## src/verilog/uan_params.svh

```systemverilog
/*
  Constants of the serial ninth-bit and line control block: register
  indices, field positions, reset values and bit timing.
  Assumes it is included by bare name from each design file that uses it.
*/
`ifndef UAN_PARAMS_SVH
`define UAN_PARAMS_SVH

// ========================================
// register indices (byte address = 4 * index)
`define UAN_IDX_C3        6'h06
`define UAN_IDX_DATA      6'h07
`define UAN_IDX_CFG       6'h08
`define UAN_IDX_STAT      6'h09
`define UAN_IDX_IRQ_STS   6'h0A
`define UAN_IDX_IRQ_EN    6'h0B
`define UAN_IDX_IRQ_CLR   6'h0C

// ========================================
// serial_control_three fields
`define UAN_C3_RX9        7
`define UAN_C3_TX9        6
`define UAN_C3_DIR        5
`define UAN_C3_INV        4
`define UAN_C3_OVERRUN_IRQ_ENABLE       3

// ========================================
// configuration fields
`define UAN_CFG_NINE      0
`define UAN_CFG_LOOP      1
`define UAN_CFG_RECEIVER_SOURCE_SELECT      2

// ========================================
// interrupt status bits
`define UAN_IRQ_RX        0
`define UAN_IRQ_OVR       1
`define UAN_IRQ_TX        2
`define UAN_IRQ_W         3

// ========================================
// reset values and bus responses
`define UAN_C3_RST        8'h00
`define UAN_CFG_RST       3'h0
`define UAN_RESP_OKAY     2'h0
`define UAN_RESP_SLVERR   2'h2

// ========================================
// bit timing
`define UAN_CLK_HZ        40000000
`define UAN_BAUD_HZ       115200
`define UAN_BIT_CYC       16'(`UAN_CLK_HZ / `UAN_BAUD_HZ)
`define UAN_HALF_CYC      16'(`UAN_CLK_HZ / `UAN_BAUD_HZ / 2)

`endif

```

## src/verilog/uan_pkg.sv

```systemverilog
/*
  Types of the serial ninth-bit and line control block.
  Assumes nothing of its surroundings.
*/
package uan_pkg;
  typedef enum logic [1:0] {TX_IDLE, TX_START, TX_DATA, TX_STOP} uan_tx_state_t;
  typedef enum logic [1:0] {RX_IDLE, RX_START, RX_DATA, RX_STOP} uan_rx_state_t;
endpackage

```

## src/verilog/uan_ser_if.sv

```systemverilog
/*
  Carrier between the register front end and the two line engines.
  Assumes one clock shared by all three modules.
*/
`timescale 1ns/1ps
interface uan_ser_if;
  logic       load;
  logic [8:0] tx_word;
  logic       nine;
  logic       busy;
  logic       tx_line;
  logic       tx_done;
  logic       rx_line;
  logic       rx_done;
  logic [8:0] rx_word;

  modport ctl (output load, tx_word, nine, rx_line,
               input busy, tx_line, tx_done, rx_done, rx_word);
  modport txp (input load, tx_word, nine, output busy, tx_line, tx_done);
  modport rxp (input nine, rx_line, output rx_done, rx_word);
endinterface

```

## src/verilog/uan_tx_engine.sv

```systemverilog
/*
  Transmit shifter: start bit, 8 or 9 data bits lsb first, one stop bit.
  Assumes load is a one-cycle strobe; a load while busy is dropped.
*/
`timescale 1ns/1ps
`include "uan_params.svh"
module uan_tx_engine (
  input wire logic aclk,
  input wire logic aresetn,
  uan_ser_if.txp   lnk
);
  uan_pkg::uan_tx_state_t state_reg;
  logic [15:0]            cnt_reg;
  logic [3:0]             bit_reg;
  logic [8:0]             sh_reg;
  logic                   line_reg;
  logic                   done_reg;
  logic                   nine_reg;
  wire                    tick    = (cnt_reg == 16'h0000);
  wire [3:0]              last_bit = nine_reg ? 4'h8 : 4'h7;

  assign lnk.busy    = (state_reg != uan_pkg::TX_IDLE);
  assign lnk.tx_line = line_reg;
  assign lnk.tx_done = done_reg;

  // ========================================
  // frame sequencer
  always_ff @(posedge aclk) begin
    done_reg <= 1'b0;
    if (!aresetn) begin
      state_reg <= uan_pkg::TX_IDLE;
      cnt_reg   <= 16'h0000;
      bit_reg   <= 4'h0;
      sh_reg    <= 9'h000;
      line_reg  <= 1'b1;
      nine_reg  <= 1'b0;
    end else begin
      cnt_reg <= tick ? 16'h0000 : cnt_reg - 16'h0001;
      case (state_reg)
        uan_pkg::TX_IDLE: begin
          line_reg <= 1'b1;
          if (lnk.load) begin
            sh_reg    <= lnk.tx_word;
            nine_reg  <= lnk.nine;
            bit_reg   <= 4'h0;
            line_reg  <= 1'b0;
            cnt_reg   <= `UAN_BIT_CYC - 16'h0001;
            state_reg <= uan_pkg::TX_START;
          end
        end
        uan_pkg::TX_START: begin
          if (tick) begin
            line_reg  <= sh_reg[0];
            cnt_reg   <= `UAN_BIT_CYC - 16'h0001;
            state_reg <= uan_pkg::TX_DATA;
          end
        end
        uan_pkg::TX_DATA: begin
          if (tick) begin
            cnt_reg <= `UAN_BIT_CYC - 16'h0001;
            if (bit_reg == last_bit) begin
              line_reg  <= 1'b1;
              state_reg <= uan_pkg::TX_STOP;
            end else begin
              sh_reg   <= {1'b0, sh_reg[8:1]};
              line_reg <= sh_reg[1];
              bit_reg  <= bit_reg + 4'h1;
            end
          end
        end
        uan_pkg::TX_STOP: begin
          if (tick) begin
            done_reg  <= 1'b1;
            state_reg <= uan_pkg::TX_IDLE;
          end
        end
        default: state_reg <= uan_pkg::TX_IDLE;
      endcase
    end
  end

  a_tx_word_load: assert property (@(posedge aclk) disable iff (!aresetn)
    (state_reg == uan_pkg::TX_IDLE && lnk.load) |=> (sh_reg == $past(lnk.tx_word)))
    else $error("tx shifter did not take the whole word");
endmodule

```

## src/verilog/uan_rx_engine.sv

```systemverilog
/*
  Receive shifter: start bit checked at mid-bit, 8 or 9 data bits lsb
  first, stop bit waited to mid-bit but never sampled; rx_done pulses once per character.
  Assumes rx_line idles high and is synchronous to aclk.
*/
`timescale 1ns/1ps
`include "uan_params.svh"
module uan_rx_engine (
  input wire logic aclk,
  input wire logic aresetn,
  uan_ser_if.rxp   lnk
);
  uan_pkg::uan_rx_state_t state_reg;
  logic [15:0]            cnt_reg;
  logic [3:0]             bit_reg;
  logic [8:0]             sh_reg;
  logic                   nine_reg;
  logic                   done_reg;
  logic [8:0]             word_reg;
  wire                    tick     = (cnt_reg == 16'h0000);
  wire [3:0]              last_bit = nine_reg ? 4'h8 : 4'h7;

  assign lnk.rx_done = done_reg;
  assign lnk.rx_word = word_reg;

  // ========================================
  // frame sampler
  always_ff @(posedge aclk) begin
    done_reg <= 1'b0;
    if (!aresetn) begin
      state_reg <= uan_pkg::RX_IDLE;
      cnt_reg   <= 16'h0000;
      bit_reg   <= 4'h0;
      sh_reg    <= 9'h000;
      nine_reg  <= 1'b0;
      word_reg  <= 9'h000;
    end else begin
      cnt_reg <= tick ? 16'h0000 : cnt_reg - 16'h0001;
      case (state_reg)
        uan_pkg::RX_IDLE: begin
          if (!lnk.rx_line) begin
            nine_reg  <= lnk.nine;
            cnt_reg   <= `UAN_HALF_CYC;
            state_reg <= uan_pkg::RX_START;
          end
        end
        uan_pkg::RX_START: begin
          if (tick) begin
            bit_reg   <= 4'h0;
            cnt_reg   <= `UAN_BIT_CYC - 16'h0001;
            state_reg <= lnk.rx_line ? uan_pkg::RX_IDLE : uan_pkg::RX_DATA;
          end
        end
        uan_pkg::RX_DATA: begin
          if (tick) begin
            sh_reg  <= {lnk.rx_line, sh_reg[8:1]};
            bit_reg <= bit_reg + 4'h1;
            cnt_reg <= `UAN_BIT_CYC - 16'h0001;
            if (bit_reg == last_bit) begin
              state_reg <= uan_pkg::RX_STOP;
            end
          end
        end
        uan_pkg::RX_STOP: begin
          if (tick) begin
            word_reg  <= nine_reg ? sh_reg : {1'b0, sh_reg[8:1]};
            done_reg  <= 1'b1;
            state_reg <= uan_pkg::RX_IDLE;
          end
        end
        default: state_reg <= uan_pkg::RX_IDLE;
      endcase
    end
  end

  a_rx_eight_bit: assert property (@(posedge aclk) disable iff (!aresetn)
    (done_reg && !nine_reg) |-> (word_reg[8] == 1'b0))
    else $error("eight-bit character carried a ninth bit");
endmodule

```

## src/verilog/uan_ctrl3_top.sv

```systemverilog
/*
  Serial ninth-bit and line control: AXI4-Lite register front end, ninth
  data bits, single-wire pin direction, transmit inversion, overrun
  interrupt enable and a small event interrupt block.
  Assumes one clock, synchronous active-low reset, synchronous pins.
*/
`timescale 1ns/1ps
`include "uan_params.svh"
// Summary of operation
// - in nine-bit format the received ninth bit reads in bit 7 of control three.
// - reading the data buffer frees it, so ninth bit and byte may then be replaced.
// - a data write in nine-bit format sends the transmit ninth bit plus the byte.
// - the transmit ninth bit keeps its value across data writes.
// - in single-wire mode bit 5 sets the transmit pin as input (0) or output (1).
// - bit 4 inverts everything driven on the transmit pin, idle included.
// - bit 3 gates the overrun flag onto the interrupt request.
module uan_ctrl3_top (
  input  wire logic        aclk,
  input  wire logic        aresetn,
  input  wire logic [7:0]  s_axi_awaddr,
  input  wire logic        s_axi_awvalid,
  output wire logic        s_axi_awready,
  input  wire logic [31:0] s_axi_wdata,
  input  wire logic [3:0]  s_axi_wstrb,
  input  wire logic        s_axi_wvalid,
  output wire logic        s_axi_wready,
  output wire logic [1:0]  s_axi_bresp,
  output wire logic        s_axi_bvalid,
  input  wire logic        s_axi_bready,
  input  wire logic [7:0]  s_axi_araddr,
  input  wire logic        s_axi_arvalid,
  output wire logic        s_axi_arready,
  output wire logic [31:0] s_axi_rdata,
  output wire logic [1:0]  s_axi_rresp,
  output wire logic        s_axi_rvalid,
  input  wire logic        s_axi_rready,
  output wire logic        tx_pin_out,
  output wire logic        tx_pin_oe,
  input  wire logic        tx_pin_in,
  input  wire logic        rx_pin_in,
  output wire logic        irq
);
  uan_ser_if lnk ();

  logic [7:0]  aw_addr_reg;
  logic        aw_hold_reg;
  logic [7:0]  w_data_reg;
  logic        w_lane_reg;
  logic        w_hold_reg;
  logic        bvalid_reg;
  logic [1:0]  bresp_reg;
  logic        rvalid_reg;
  logic [31:0] rdata_reg;
  logic [1:0]  rresp_reg;
  logic        tx_ninth_bit_reg;
  logic        single_wire_pin_direction_reg;
  logic        tx_polarity_invert_reg;
  logic        overrun_irq_enable_reg;
  logic [2:0]  cfg_reg;
  logic [7:0]  rx_byte_reg;
  logic        rx_ninth_bit_reg;
  logic        rx_full_reg;
  logic        overrun_reg;
  logic [2:0]  irq_sts_reg;
  logic [2:0]  irq_en_reg;
  logic        pin_out_reg;
  logic        pin_oe_reg;

  // ========================================
  // address decode
  wire [5:0] w_idx     = aw_addr_reg[7:2];
  wire [5:0] r_idx     = s_axi_araddr[7:2];
  wire       wr_do     = aw_hold_reg && w_hold_reg && !bvalid_reg;
  wire       wr_en     = wr_do && w_lane_reg;
  wire       rd_do     = s_axi_arvalid && !rvalid_reg;
  wire       wr_c3     = wr_en && (w_idx == `UAN_IDX_C3);
  wire       wr_data   = wr_en && (w_idx == `UAN_IDX_DATA);
  wire       wr_cfg    = wr_en && (w_idx == `UAN_IDX_CFG);
  wire       wr_en_irq = wr_en && (w_idx == `UAN_IDX_IRQ_EN);
  wire       wr_clr    = wr_en && (w_idx == `UAN_IDX_IRQ_CLR);
  wire       rd_data   = rd_do && (r_idx == `UAN_IDX_DATA);
  wire       w_known   = (w_idx >= `UAN_IDX_C3) && (w_idx <= `UAN_IDX_IRQ_CLR);
  wire       r_known   = (r_idx >= `UAN_IDX_C3) && (r_idx <= `UAN_IDX_IRQ_CLR);
  wire       nine_bit  = cfg_reg[`UAN_CFG_NINE];
  wire       loop_mode_select      = cfg_reg[`UAN_CFG_LOOP];
  wire       receiver_source_select = cfg_reg[`UAN_CFG_RECEIVER_SOURCE_SELECT];
  wire       single_wire = loop_mode_select && receiver_source_select;

  wire       rx9_view  = nine_bit && rx_ninth_bit_reg;
  wire [7:0] c3_view   = {rx9_view, tx_ninth_bit_reg, single_wire_pin_direction_reg,
                          tx_polarity_invert_reg, overrun_irq_enable_reg, 3'h0};
  wire [7:0] rd_val;
  assign rd_val = (r_idx == `UAN_IDX_C3)      ? c3_view :
                  (r_idx == `UAN_IDX_DATA)    ? rx_byte_reg :
                  (r_idx == `UAN_IDX_CFG)     ? {5'h00, cfg_reg} :
                  (r_idx == `UAN_IDX_STAT)    ? {5'h00, lnk.busy, overrun_reg, rx_full_reg} :
                  (r_idx == `UAN_IDX_IRQ_STS) ? {5'h00, irq_sts_reg} :
                  (r_idx == `UAN_IDX_IRQ_EN)  ? {5'h00, irq_en_reg} : 8'h00;

  assign s_axi_awready = !aw_hold_reg && !bvalid_reg;
  assign s_axi_wready  = !w_hold_reg && !bvalid_reg;
  assign s_axi_bvalid  = bvalid_reg;
  assign s_axi_bresp   = bresp_reg;
  assign s_axi_arready = !rvalid_reg;
  assign s_axi_rvalid  = rvalid_reg;
  assign s_axi_rdata   = rdata_reg;
  assign s_axi_rresp   = rresp_reg;

  // ========================================
  // bus handshakes
  always_ff @(posedge aclk) begin
    if (!aresetn) begin
      aw_hold_reg <= 1'b0;
      aw_addr_reg <= 8'h00;
      w_hold_reg  <= 1'b0;
      w_data_reg  <= 8'h00;
      w_lane_reg  <= 1'b0;
      bvalid_reg  <= 1'b0;
      bresp_reg   <= `UAN_RESP_OKAY;
      rvalid_reg  <= 1'b0;
      rdata_reg   <= 32'h0000_0000;
      rresp_reg   <= `UAN_RESP_OKAY;
    end else begin
      if (s_axi_awvalid && s_axi_awready) begin
        aw_hold_reg <= 1'b1;
        aw_addr_reg <= s_axi_awaddr;
      end
      if (s_axi_wvalid && s_axi_wready) begin
        w_hold_reg <= 1'b1;
        w_data_reg <= s_axi_wdata[7:0];
        w_lane_reg <= s_axi_wstrb[0];
      end
      if (wr_do) begin
        aw_hold_reg <= 1'b0;
        w_hold_reg  <= 1'b0;
        bvalid_reg  <= 1'b1;
        bresp_reg   <= w_known ? `UAN_RESP_OKAY : `UAN_RESP_SLVERR;
      end else if (s_axi_bready) begin
        bvalid_reg <= 1'b0;
      end
      if (rd_do) begin
        rvalid_reg <= 1'b1;
        rdata_reg  <= {24'h000000, rd_val};
        rresp_reg  <= r_known ? `UAN_RESP_OKAY : `UAN_RESP_SLVERR;
      end else if (s_axi_rready) begin
        rvalid_reg <= 1'b0;
      end
    end
  end

  // ========================================
  // control registers
  wire [7:0] c3_rst = `UAN_C3_RST;
  always_ff @(posedge aclk) begin
    if (!aresetn) begin
      {tx_ninth_bit_reg, single_wire_pin_direction_reg, tx_polarity_invert_reg,
       overrun_irq_enable_reg} <= c3_rst[`UAN_C3_TX9:`UAN_C3_OVERRUN_IRQ_ENABLE];
      cfg_reg    <= `UAN_CFG_RST;
      irq_en_reg <= 3'h0;
    end else begin
      if (wr_c3) begin
        tx_ninth_bit_reg              <= w_data_reg[`UAN_C3_TX9];
        single_wire_pin_direction_reg <= w_data_reg[`UAN_C3_DIR];
        tx_polarity_invert_reg        <= w_data_reg[`UAN_C3_INV];
        overrun_irq_enable_reg        <= w_data_reg[`UAN_C3_OVERRUN_IRQ_ENABLE];
      end
      if (wr_cfg) begin
        cfg_reg <= w_data_reg[2:0];
      end
      if (wr_en_irq) begin
        irq_en_reg <= w_data_reg[2:0];
      end
    end
  end

  // ========================================
  // transmit path
  // ninth bit joins byte
  assign lnk.load    = wr_data;
  assign lnk.tx_word = {nine_bit && tx_ninth_bit_reg, w_data_reg};
  assign lnk.nine    = nine_bit;

  // ========================================
  // receive buffer
  // data read frees buffer
  wire rx_take = lnk.rx_done && (!rx_full_reg || rd_data);
  assign lnk.rx_line = single_wire      ? tx_pin_in :
                       loop_mode_select ? lnk.tx_line : rx_pin_in;

  always_ff @(posedge aclk) begin
    if (!aresetn) begin
      rx_byte_reg      <= 8'h00;
      rx_ninth_bit_reg <= 1'b0;
      rx_full_reg      <= 1'b0;
      overrun_reg      <= 1'b0;
    end else begin
      if (rx_take) begin
        rx_byte_reg      <= lnk.rx_word[7:0];
        rx_ninth_bit_reg <= lnk.rx_word[8];
      end
      rx_full_reg <= rx_take || (rx_full_reg && !rd_data);
      overrun_reg <= (lnk.rx_done && !rx_take) || (overrun_reg && !rd_data);
    end
  end

  // ========================================
  // interrupts
  wire [2:0] irq_ev = {lnk.tx_done, lnk.rx_done && !rx_take, rx_take};
  wire [2:0] irq_clr = wr_clr ? w_data_reg[2:0] : 3'h0;
  always_ff @(posedge aclk) begin
    if (!aresetn) begin
      irq_sts_reg <= 3'h0;
    end else begin
      irq_sts_reg <= (irq_sts_reg & ~irq_clr) | irq_ev;
    end
  end
  assign irq = (|(irq_sts_reg & irq_en_reg)) || (overrun_reg && overrun_irq_enable_reg);

  // ========================================
  // transmit pin
  always_ff @(posedge aclk) begin
    if (!aresetn) begin
      pin_out_reg <= 1'b1;
      pin_oe_reg  <= 1'b1;
    end else begin
      pin_out_reg <= lnk.tx_line ^ tx_polarity_invert_reg;
      pin_oe_reg  <= single_wire ? single_wire_pin_direction_reg : 1'b1;
    end
  end
  assign tx_pin_out = pin_out_reg;
  assign tx_pin_oe  = pin_oe_reg;

  uan_tx_engine u_tx (
    .aclk    (aclk),
    .aresetn (aresetn),
    .lnk     (lnk.txp)
  );
  uan_rx_engine u_rx (
    .aclk    (aclk),
    .aresetn (aresetn),
    .lnk     (lnk.rxp)
  );

  // ========================================
  // checks
  a_rx_ninth_view: assert property (@(posedge aclk) disable iff (!aresetn)
    (rx_take && nine_bit && !wr_cfg) |=> (c3_view[7] == $past(lnk.rx_word[8])))
    else $error("received ninth bit not shown in bit 7");
  a_data_read_frees: assert property (@(posedge aclk) disable iff (!aresetn)
    (rd_data && !lnk.rx_done) |=> !rx_full_reg && !overrun_reg)
    else $error("data read did not free the buffer");
  a_tx_word_sent: assert property (@(posedge aclk) disable iff (!aresetn)
    (wr_data && nine_bit) |-> (lnk.tx_word[8] == tx_ninth_bit_reg))
    else $error("tx ninth bit missing from loaded word");
  a_tx9_kept: assert property (@(posedge aclk) disable iff (!aresetn)
    (!wr_c3 && wr_data) |=> $stable(tx_ninth_bit_reg))
    else $error("tx ninth bit changed on a data write");
  a_pin_direction: assert property (@(posedge aclk) disable iff (!aresetn)
    ##1 $past(single_wire) |-> (tx_pin_oe == $past(single_wire_pin_direction_reg)))
    else $error("single-wire pin direction wrong");
  a_idle_inverted: assert property (@(posedge aclk) disable iff (!aresetn)
    (!lnk.busy && $past(!lnk.busy) && $past(tx_polarity_invert_reg))
    |-> (tx_pin_out == 1'b0))
    else $error("inverted idle level not low");
  a_overrun_irq: assert property (@(posedge aclk) disable iff (!aresetn)
    (overrun_reg && overrun_irq_enable_reg) |-> irq)
    else $error("enabled overrun raised no interrupt");
  a_eight_bit_rx9: assert property (@(posedge aclk) disable iff (!aresetn)
    !nine_bit |-> (c3_view[7] == 1'b0))
    else $error("ninth bit visible in eight-bit format");
  a_rx_buf_held: assert property (@(posedge aclk) disable iff (!aresetn)
    (rx_full_reg && !rd_data)
    |=> ($stable(rx_ninth_bit_reg) && $stable(rx_byte_reg)))
    else $error("unread character overwritten");
  a_overrun_set: assert property (@(posedge aclk) disable iff (!aresetn)
    (lnk.rx_done && rx_full_reg && !rd_data)
    |=> overrun_reg)
    else $error("refused character set no overrun");
  a_tx9_written: assert property (@(posedge aclk) disable iff (!aresetn)
    wr_c3
    |=> (tx_ninth_bit_reg == $past(w_data_reg[`UAN_C3_TX9])))
    else $error("tx ninth bit write lost");
  a_oe_outside_single: assert property (@(posedge aclk) disable iff (!aresetn)
    !single_wire
    |=> tx_pin_oe)
    else $error("pin not driven outside single-wire mode");
  a_idle_plain: assert property (@(posedge aclk) disable iff (!aresetn)
    (!lnk.busy && $past(!lnk.busy) && !$past(tx_polarity_invert_reg))
    |-> tx_pin_out)
    else $error("plain idle level not high");
  a_overrun_masked: assert property (@(posedge aclk) disable iff (!aresetn)
    (!overrun_irq_enable_reg && ((irq_sts_reg & irq_en_reg) == 3'h0))
    |-> !irq)
    else $error("masked overrun raised an interrupt");
endmodule

```

## config.mk

```make
export PLATFORM = sky130hd
export DESIGN_NAME = uan_ctrl3_top
export DESIGN_NICKNAME = d
export VERILOG_FILES = /design/src/verilog/uan_pkg.sv /design/src/verilog/uan_ser_if.sv /design/src/verilog/uan_tx_engine.sv /design/src/verilog/uan_rx_engine.sv /design/src/verilog/uan_ctrl3_top.sv
export VERILOG_INCLUDE_DIRS = /design/src /design/src/verilog
export SDC_FILE = /design/constraint.sdc
export NUM_CORES = 1
export LEC_CHECK = 0
export BUFFER_PORTS_ARGS = -buffer_cell sky130_fd_sc_hd__clkbuf_2
export CAP_MARGIN = 10
export CORE_MARGIN = 4
export CORE_UTILIZATION = 35
export CTS_BUF_LIST = sky130_fd_sc_hd__clkbuf_8
export CTS_CLUSTER_SIZE = 40
export DETAILED_ROUTE_END_ITERATION = 8
export PLACE_DENSITY = 0.54
export SLEW_MARGIN = 0
export SYNTH_ARGS = -nofsm -noshare
export SYNTH_HDL_FRONTEND = slang
export SYNTH_SLANG_ARGS = --single-unit
```

## constraint.sdc

```tcl
create_clock -name aclk -period 5 [get_ports aclk]
set_input_delay 0.75 -clock aclk [delete_from_list [all_inputs] [get_ports aclk]]
set_output_delay 0.75 -clock aclk [all_outputs]
set_load 0.005 [all_outputs]
```

Word-level counts from Yosys, hierarchy flattened
Cells that the tools add are included.

operators by class
  add/sub/neg operators = 4
  magnitude comparators = 4
  equal/unequal tests = 30
  muxes and demuxes = 57
  bitwise operators = 7
  reduce and logical (&&, ||, !) cells = 61

operator list
  operator                                                                  number
  16-bit 2-to-1 mux                                                         6
  16-bit one-hot mux with 2 select lines                                    2
  6-bit by 4-bit equality test with 1-bit output (second input constant)    7
  9-bit 2-to-1 mux                                                          4
  16-bit zero test                                                          2
  16-bit by 1-bit subtractor with 16-bit output (second input constant)     2
  4-bit 2-to-1 mux                                                          7
  2-bit 2-to-1 mux                                                          13
  6-bit by 3-bit equality test with 1-bit output (second input constant)    4
  1-bit logical AND                                                         24
  9-bit one-hot mux with 2 select lines                                     1
  8-bit 2-to-1 mux                                                          2
  2-bit by 1-bit inequality test with 1-bit output (second input constant)  8
  2-bit one-hot mux with 4 select lines                                     2
  4-bit one-hot mux with 2 select lines                                     2
  3-bit 2-to-1 mux                                                          5
  2-bit AND reduction                                                       7
  6-bit by 3-bit >= comparator with 1-bit output (second input constant)    2
  6-bit by 4-bit <= comparator with 1-bit output (second input constant)    2
  1-bit 2-to-1 mux                                                          12
  5-bit AND reduction                                                       2
  2-bit nonzero test                                                        5
  4-bit by 1-bit adder with 4-bit output (second input constant)            2
  2-bit equality test (second input constant)                               4
  17 further kinds                                                          36

word-level totals
  register bits = 135
  bits of input ports = 61
  output and inout bits = 44
  logic and storage cells = 200

Longest topological paths before layout
Gate-level depths: netlist of run 1.

  word-level depth = 8
  depth in mapped cells = 9
  depth with buffers taken out = 7

Cells and area by module
A second synthesis of run 1 with hierarchy kept.

second synthesis, totals
  cell total of the unflattened synthesis = 761
  area, all modules = 6,657.6 sq um

by module, submodules not included
  module         times used  cells an instance  area each (sq um)  seq. area each (sq um)
  uan_ctrl3_top  1           339                2,864.0            1,101.1
  uan_rx_engine  1           220                2,011.9            840.8
  uan_tx_engine  1           202                1,781.7            680.7

Least setup slack after synthesis of run 1
No wires, ideal clock.

  kind = input port to flip-flop
  start point = in s_axi_araddr[3]
  end point = reg rx_byte_reg[0]
  setup time = 128 ps
  arrival = 1,802 ps
  required time = 4,872 ps
  slack = 3,071 ps
  cell stages on the path = 6
  buffers on the path = 1
  cells stage by stage = and3b_1 -> a41oi_1 -> nand2b_1 -> buf_2 -> mux2i_1 -> nor2_1

on the way
  longest elaborated chain between the ends = 4

RTL lines
  element                                                   RTL line              RTL
  from (decl)                                               uan_ctrl3_top.sv:30   input wire logic [7:0] s_axi_araddr,
  6-bit by 3-bit equality test with 1-bit output (no line)  --
  1-bit logical AND                                         uan_ctrl3_top.sv:81   wire rd_data = rd_do && (r_idx == `UAN_IDX_DATA);
  1-bit logical OR                                          uan_ctrl3_top.sv:186  wire rx_take = lnk.rx_done && (!rx_full_reg || rd_data);
  1-bit logical AND                                         uan_ctrl3_top.sv:186
  to (signal assigned)                                      uan_ctrl3_top.sv:198  rx_byte_reg <= lnk.rx_word[7:0];
  to (decl)                                                 uan_ctrl3_top.sv:60   logic [7:0] rx_byte_reg;

No other way between the ends.
A chain may end at the register's enable or synchronous reset.

Worst setup path after layout of run 1
  start point = reg u_rx.cnt_reg[0]
  end point = reg u_rx.sh_reg[0]

on the way
  longest elaborated chain between the ends = 2

RTL lines
  element                        RTL line             RTL
  from (decl)                    uan_rx_engine.sv:14  logic [15:0] cnt_reg;
  from (signal assigned)         uan_rx_engine.sv:38  cnt_reg <= tick ? 16'h0000 : cnt_reg - 16'h0001;
  from (signal assigned)         uan_rx_engine.sv:43  cnt_reg <= `UAN_HALF_CYC;
  from (signal assigned)         uan_rx_engine.sv:50  cnt_reg <= `UAN_BIT_CYC - 16'h0001;
  16-bit zero test               uan_rx_engine.sv:20  wire tick = (cnt_reg == 16'h0000);
  2-bit AND reduction (no line)  --
  to (signal assigned)           uan_rx_engine.sv:56  sh_reg <= {lnk.rx_line, sh_reg[8:1]};
  to (decl)                      uan_rx_engine.sv:16  logic [8:0] sh_reg;

No other way between the ends.

==> results.py, run 1 <==
metrics = {
    "clock_tree": {
        "cts_setup_buffers": 0,
        "clockRootBuffer": "clkbuf_8",
        "cts_buffer_depth": 2,
        "h-tree-depth": 4,
        "cts_hold_buf": 0,
        "cts_buffers": 17,
        "cts_resized": 0,
        "cts_sinks": 131,
        "path_clk_slew_ns": 0.08,
        "worst_skew_pair.late_latency_ns": 0.45,
        "cts_tree": "done",
    },
    "power": {
        "p_leak_nw": 2.86,
        "ir_drop_mv": 0.181,
        "switching_share_pct": 36.4,
        "power_frac_seq_pct": 39.0,
        "clockPowerShare_pct": 27.1,
        "power_density_mw_per_mm2": 495,
        "p_int_mw": 2.23,
        "power_mw": 3.50,
        "p_comb_share_pct": 33.9,
        "switching_power_mw": 1.27,
    },
    "global_route": {
        "antenna_found_initial": 0,
        "track_usage_pct": 14.3,
        "grt_pass1_wl_um": 23700,
        "grt_start_max_net_pins": 57,
        "gr-total-overflow": 0,
        "grt_pass1_vias": 4640,
    },
    "critical_path": {
        "r2r.worst_path.cells": 7,
        "endpoint_kind": "flip-flop",
        "cp_max_fo": 11,
        "worstSetupPathType": "reg2reg",
        "worstPathRequired_ns": 5.31,
        "worstPathArrival_ns": 2.81,
        "worstSetupStartpointType": "flip-flop",
    },
    "sta": {
        "setup_viol": 0,
        "hold_viol": 0,
        "setup_ws_ns": 2.50,
        "tightest_slew_ns": 0.937,
        "rsz0062_at_grt": "false",
        "period_share_pct": 50.1,
        "setup_tns_ns": 0,
        "relSlewSlack_pct": 37.3,
        "finClkSkew_ns": 0.0129,
        "clock.fmax_mhz": 400,
        "finalCriticalPeriod_ns": 2.50,
        "drv_slew": 0,
    },
    "min_path": {
        "whs_path_depth": 2,
        "hold_class": "reg2reg",
    },
    "floorplan": {
        "die-area_sq_mm": 0.0204,
        "die_w_um": 143,
        "core_area_sq_mm": 0.0180,
        "die_y_um": 143,
        "ioPinCount": 105,
        "initial_core_util_pct": 35.5,
        "std_cell_rows": 49,
    },
    "route": {
        "route.detailed.drc": 0,
        "postRouteAntennaNets": 0,
        "dr.pass1.iters": 4,
        "routed_wl_um": 14100,
        "num_vias": 5025,
        "wl_per_cell_um": 14.0,
        "vias_per_cell": 5.01,
        "drt_iter0_drc": 313,
    },
    "synthesis": {
        "ys_seq_elements": 131,
        "syn-cell-area_sq_mm": 0.00637,
        "yosys_warnings": 0,
        "yosysSeqAreaShare_pct": 41.2,
        "async_flop_share_pct": 0,
        "yosysUniqueCellTypes": 69,
        "synth_edf_count": 0,
        "synth_area_per_cell_sq_um": 8.79,
        "syn-instance-count": 725,
        "synth_ff_type": "dfxtp_1",
    },
    "placement": {
        "dpl_worst_slack_ns": 2.37,
        "place_area_sq_mm": 0.00667,
        "gp_congestion": 0.766,
        "port_buffers": 47,
        "place_hpwl_um": 9910,
    },
    "layout": {
        "insertedDiodeCount": 0,
        "multi_input_area_sq_mm": 0.00345,
        "final_area_sq_mm": 0.00709,
        "fillerInstances": 1847,
        "seq_area_sq_mm": 0.00262,
        "layout-drive-gt1-share_pct": 16.0,
        "nNetsFinal": 836,
        "syn2layout_area_growth_pct": 11.2,
    },
    "run": {
        "maxCapViolCount": 0,
    },
    "outcome": {
        "status": "complete, no violations",
    },
}
## metal layers
metal	global-route usage, %	share of wire, %	up-vias
li1	-	-	2574
met1	20.3	50	2348
met2	21.7	45	92
met3	3.68	4.2	11
met4	4.00	0.85	0
met5	0	0	-
## layout by cell type (no fill, tap or decap), types with 6 or more instances in the layout
master and n:
o21a_1 7, inv_1 15, a22oi_1 13, dfxtp_1 131, nand2_1 79, nand3_1 11
ha_1 14, clkbuf_2 47, nor3_1 26, nor4_1 16, and2_1 6, nor2_1 96
mux2_2 17, clkbuf_8 17, mux2i_1 41, a21oi_1 46, conb_1 26, xnor2_1 8
a31oi_1 9, o21ai_0 17, xor2_1 16, a211oi_1 12
## cells in the mapped netlist, types with 5 or more instances
master / count / area [sq um]
ha_1: 14 / 175
xor2_1: 16 / 140
nor2b_1: 5 / 31.3
o21ai_0: 17 / 85.1
xnor2_1: 8 / 70.1
a22oi_1: 13 / 97.6
a211oi_1: 12 / 90.1
nor3_1: 26 / 130
nand3b_1: 5 / 37.5
mux2i_1: 41 / 410
a21oi_1: 46 / 230
dfxtp_1: 131 / 2620
nor2_1: 96 / 360
clkbuf_1: 20 / 75.1
nand2_1: 79 / 297
inv_1: 14 / 52.6
o21a_1: 7 / 52.6
and2_1: 6 / 37.5
nand3_1: 11 / 55.1
nor4_1: 16 / 100
buf_4: 30 / 225
a31oi_1: 9 / 56.3
buf_2: 5 / 25.0
mux2_2: 17 / 191
nand2b_1: 5 / 31.3
## area by class of cell
cell class	instances	share of cell area, %
repair buffers	50	3.64
multi-input cells	546	48.7
well taps	229	4.04
clock inverters	15	2.54
flip-flops and latches	131	37.0
inverters	15	0.794
clock buffers	17	3.30
## kinds of logic after synthesis
group	after synthesis	share of synthesized area, %
flops	131	41.2
other cells	1	0.0589
buf+inv	73	6.28
xor+xnor	24	3.30
compound gates	129	13.0
mux	61	10.5
fa+ha+maj	14	2.75
simple gates	292	22.9
## critical path: stages (launching register included)
cell,delay (ns)
dfxtp_1,0.36
inv_1,0.09
ha_1,0.27
nor4b_1,0.26
and4_1,0.49
and2_1,0.59
mux2i_1,0.25
nor2_1,0.05
## through the flow
| stage | util, % | instances | hold WS, ns |
|---|---|---|---|
| 2_1_floorplan | - | 750 | 0.413 |
| 3_3_place_gp | 37.1 | 971 | 0.444 |
| 3_5_place_dp | 37.1 | 971 | 0.447 |
| 4_1_cts | 39.5 | 1003 | 0.455 |
| 5_1_grt | 39.5 | 1003 | 0.469 |
| 6_report | 39.5 | 1003 | 0.458 |
## path summary, 6_finish.rpt
kind	startpoint	to	slack, ns
worst min register to register	u_rx.lnk.rx_word[2]	u_rx.lnk.rx_word[2]	0.46
worst max-delay path	u_rx.cnt_reg[0]	u_rx.sh_reg[0]	2.50
worst max register to register	u_rx.cnt_reg[0]	u_rx.sh_reg[0]	2.50
worst min-delay path	u_rx.lnk.rx_word[2]	u_rx.lnk.rx_word[2]	0.46
## power by group through the flow
stage	sequential, mW	combinational [mW]	clock, mW
after global routing	1.40	1.37	1.02
after global placement	1.39	1.19	0
final	1.37	1.19	0.950
after CTS	1.37	1.20	0.975
after detailed placement	1.39	1.19	0
after floorplan	1.35	1.01	0
Note: power is estimated with default switching activity, not from simulation.
==> inputs of run 2 (changes only) <==
Settings changed: PLACE_DENSITY 0.54 to 0.56.
Clock period 5 ns to 2.1 ns, I/O delays scaled along.
==> results.py, run 2 (synthesized netlist as in run 1, its figures left out) <==
metrics = {
    "outcome": {
        "status": "complete, no violations",
    },
    "power": {
        "p_int_mw": 5.31,
        "power_mw": 8.32,
        "ir_drop_mv": 0.465,
        "switching_share_pct": 36.1,
        "power_density_mw_per_mm2": 1150,
        "p_comb_share_pct": 38.4,
        "clockPowerShare_pct": 22.4,
        "power_frac_seq_pct": 39.1,
        "switching_power_mw": 3.00,
        "p_leak_nw": 2.97,
    },
    "critical_path": {
        "worstSetupStartpointType": "flip-flop",
        "endpoint_kind": "flip-flop",
        "r2r_start": "u_tx.cnt_reg[9]",
        "worstSetupPathType": "reg2reg",
        "cp_max_fo": 11,
        "worstPathArrival_ns": 2.26,
        "ff2ff_setup_slack_ns": 0.17,
        "r2r_end": "u_tx.cnt_reg[9]",
        "r2r.worst_path.cells": 6,
        "worstPathRequired_ns": 2.44,
    },
    "clock_tree": {
        "cts_sinks": 131,
        "h-tree-depth": 4,
        "cts_buffers": 17,
        "worst_skew_pair.late_latency_ns": 0.45,
        "cts_tree": "done",
        "cts_buffer_depth": 2,
        "path_clk_slew_ns": 0.07,
        "clockRootBuffer": "clkbuf_8",
    },
    "floorplan": {
        "initial_core_util_pct": 35.5,
        "std_cell_rows": 49,
        "ioPinCount": 105,
        "core_area_sq_mm": 0.0180,
        "die_y_um": 143,
        "die_w_um": 143,
        "die-area_sq_mm": 0.0204,
    },
    "route": {
        "routed_wl_um": 14100,
        "postRouteAntennaNets": 0,
        "wl_per_cell_um": 13.7,
        "route.detailed.drc": 0,
        "num_vias": 5019,
        "vias_per_cell": 4.88,
        "dr.pass1.iters": 5,
        "drt_iter0_drc": 301,
    },
    "sta": {
        "finClkSkew_ns": 0.0114,
        "setup_tns_ns": 0,
        "setup_viol": 0,
        "tightest_slew_ns": 0.507,
        "period_share_pct": 91.9,
        "relSlewSlack_pct": 65.9,
        "rsz0062_at_grt": "false",
        "clock.fmax_mhz": 518,
        "whs_ns": 0.0459,
        "finalCriticalPeriod_ns": 1.93,
        "drv_slew": 0,
        "hold_viol": 0,
    },
    "min_path": {
        "hold-path-endpoint": "s_axi_rvalid",
        "hold_class": "in2reg",
        "hp-start": "s_axi_rready",
        "whs_path_depth": 2,
    },
    "global_route": {
        "grt_start_max_net_pins": 48,
        "track_usage_pct": 14.1,
        "antenna_found_initial": 0,
        "grt_pass1_wl_um": 23400,
        "grt_pass1_vias": 4784,
        "gr-total-overflow": 0,
    },
    "placement": {
        "port_buffers": 47,
        "gp_congestion": 0.801,
        "place_hpwl_um": 10100,
    },
    "layout": {
        "final_util_pct": 40.4,
        "final_cell_mix": "dfxtp_1, nor2_1, nand2_1, clkbuf_2, a21oi_1",
        "layout-drive-gt1-share_pct": 18.6,
        "nNetsFinal": 864,
        "fillerInstances": 1821,
        "syn2layout_area_growth_pct": 13.8,
        "insertedDiodeCount": 0,
        "final_common_cell": "dfxtp_1",
    },
    "run": {
        "maxCapViolCount": 0,
    },
}
-- run 2: cell types whose count changed in the layout (fill, tap and decap cells not counted), moves of 2 or more --
cell / delta
buf_12: +3
buf_4: +25
bufinv_16: -2
clkinv_2: +2
clkinvlp_4: +2
inv_1: +2
inv_6: -5
-- run 2: metrics by stage --
| stage | cell area [sq um] | setup slack, ns | cells |
|---|---|---|---|
| 4_1_cts | 7250 | 0.143 | 1029 |
| 6_report | 7250 | 0.171 | 1029 |
| 3_3_place_gp | 6910 | 0.164 | 999 |
| 2_1_floorplan | 6460 | 0.263 | 750 |
| 3_5_place_dp | 6910 | 0.163 | 999 |
| 5_1_grt | 7250 | 0.0330 | 1029 |
-- run 2: critical path: stages (launching register included) --
cell	delay [ns]
dfxtp_1	0.33
or4_4	0.57
nor4b_4	0.37
nand2_1	0.15
o311ai_1	0.17
buf_12	0.19
nor2_1	0.05
-- run 2: layout make-up --
| type | count | area, sq um | area share [%] |
|---|---|---|---|
| Multi-Input combinational cell | 546 | 3450 | 47.5 |
| Sequential cell | 131 | 2620 | 36.2 |
| Timing Repair Buffer | 78 | 505 | 6.97 |
| Tap cell | 229 | 287 | 3.95 |
| Clock buffer | 17 | 234 | 3.23 |
| Clock inverter | 13 | 100 | 1.38 |
| Inverter | 15 | 56.3 | 0.776 |
-- run 2: repair_timing --
item / CTS / global route
buffers inserted: 0 / 0
endpoints found under the setup margin: 0 / 10
hold buffers: 0 / 0
gates resized for setup: 0 / 3
-- run 2: worst max path at each step --
stage               depth (start not counted)               to  slack (ns)       startpoint
CTS                                         8   u_rx.sh_reg[0]        0.14  u_rx.cnt_reg[0]
detailed placement                          8   u_rx.sh_reg[0]        0.16  u_rx.cnt_reg[0]
global placement                            8   u_rx.sh_reg[0]        0.16  u_rx.cnt_reg[0]
finish                                      6  u_tx.cnt_reg[9]        0.17  u_tx.cnt_reg[9]
global route                                7  u_rx.cnt_reg[1]        0.03  u_rx.cnt_reg[0]
floorplan                                   8        flip-flop        0.26  u_rx.cnt_reg[0]
-- run 2: power by group through the flow --
| stage | Clock (mW) | Sequential, mW | Combinational (mW) |
|---|---|---|---|
| finish | 1.87 | 3.26 | 3.19 |
| global route | 2.05 | 3.32 | 3.65 |
| CTS | 1.94 | 3.25 | 3.20 |
| detailed placement | 0 | 3.30 | 3.18 |
| global placement | 0 | 3.30 | 3.17 |
| floorplan | 0 | 3.22 | 2.40 |
-- run 2: per-layer routing --
metal,global-route usage (%),routed length (um),vias up
li1,-,-,2627
met1,19.4,7100,2312
met4,4.95,176,0
met5,0,0,-
met2,22.0,6360,69
met3,3.05,433,11
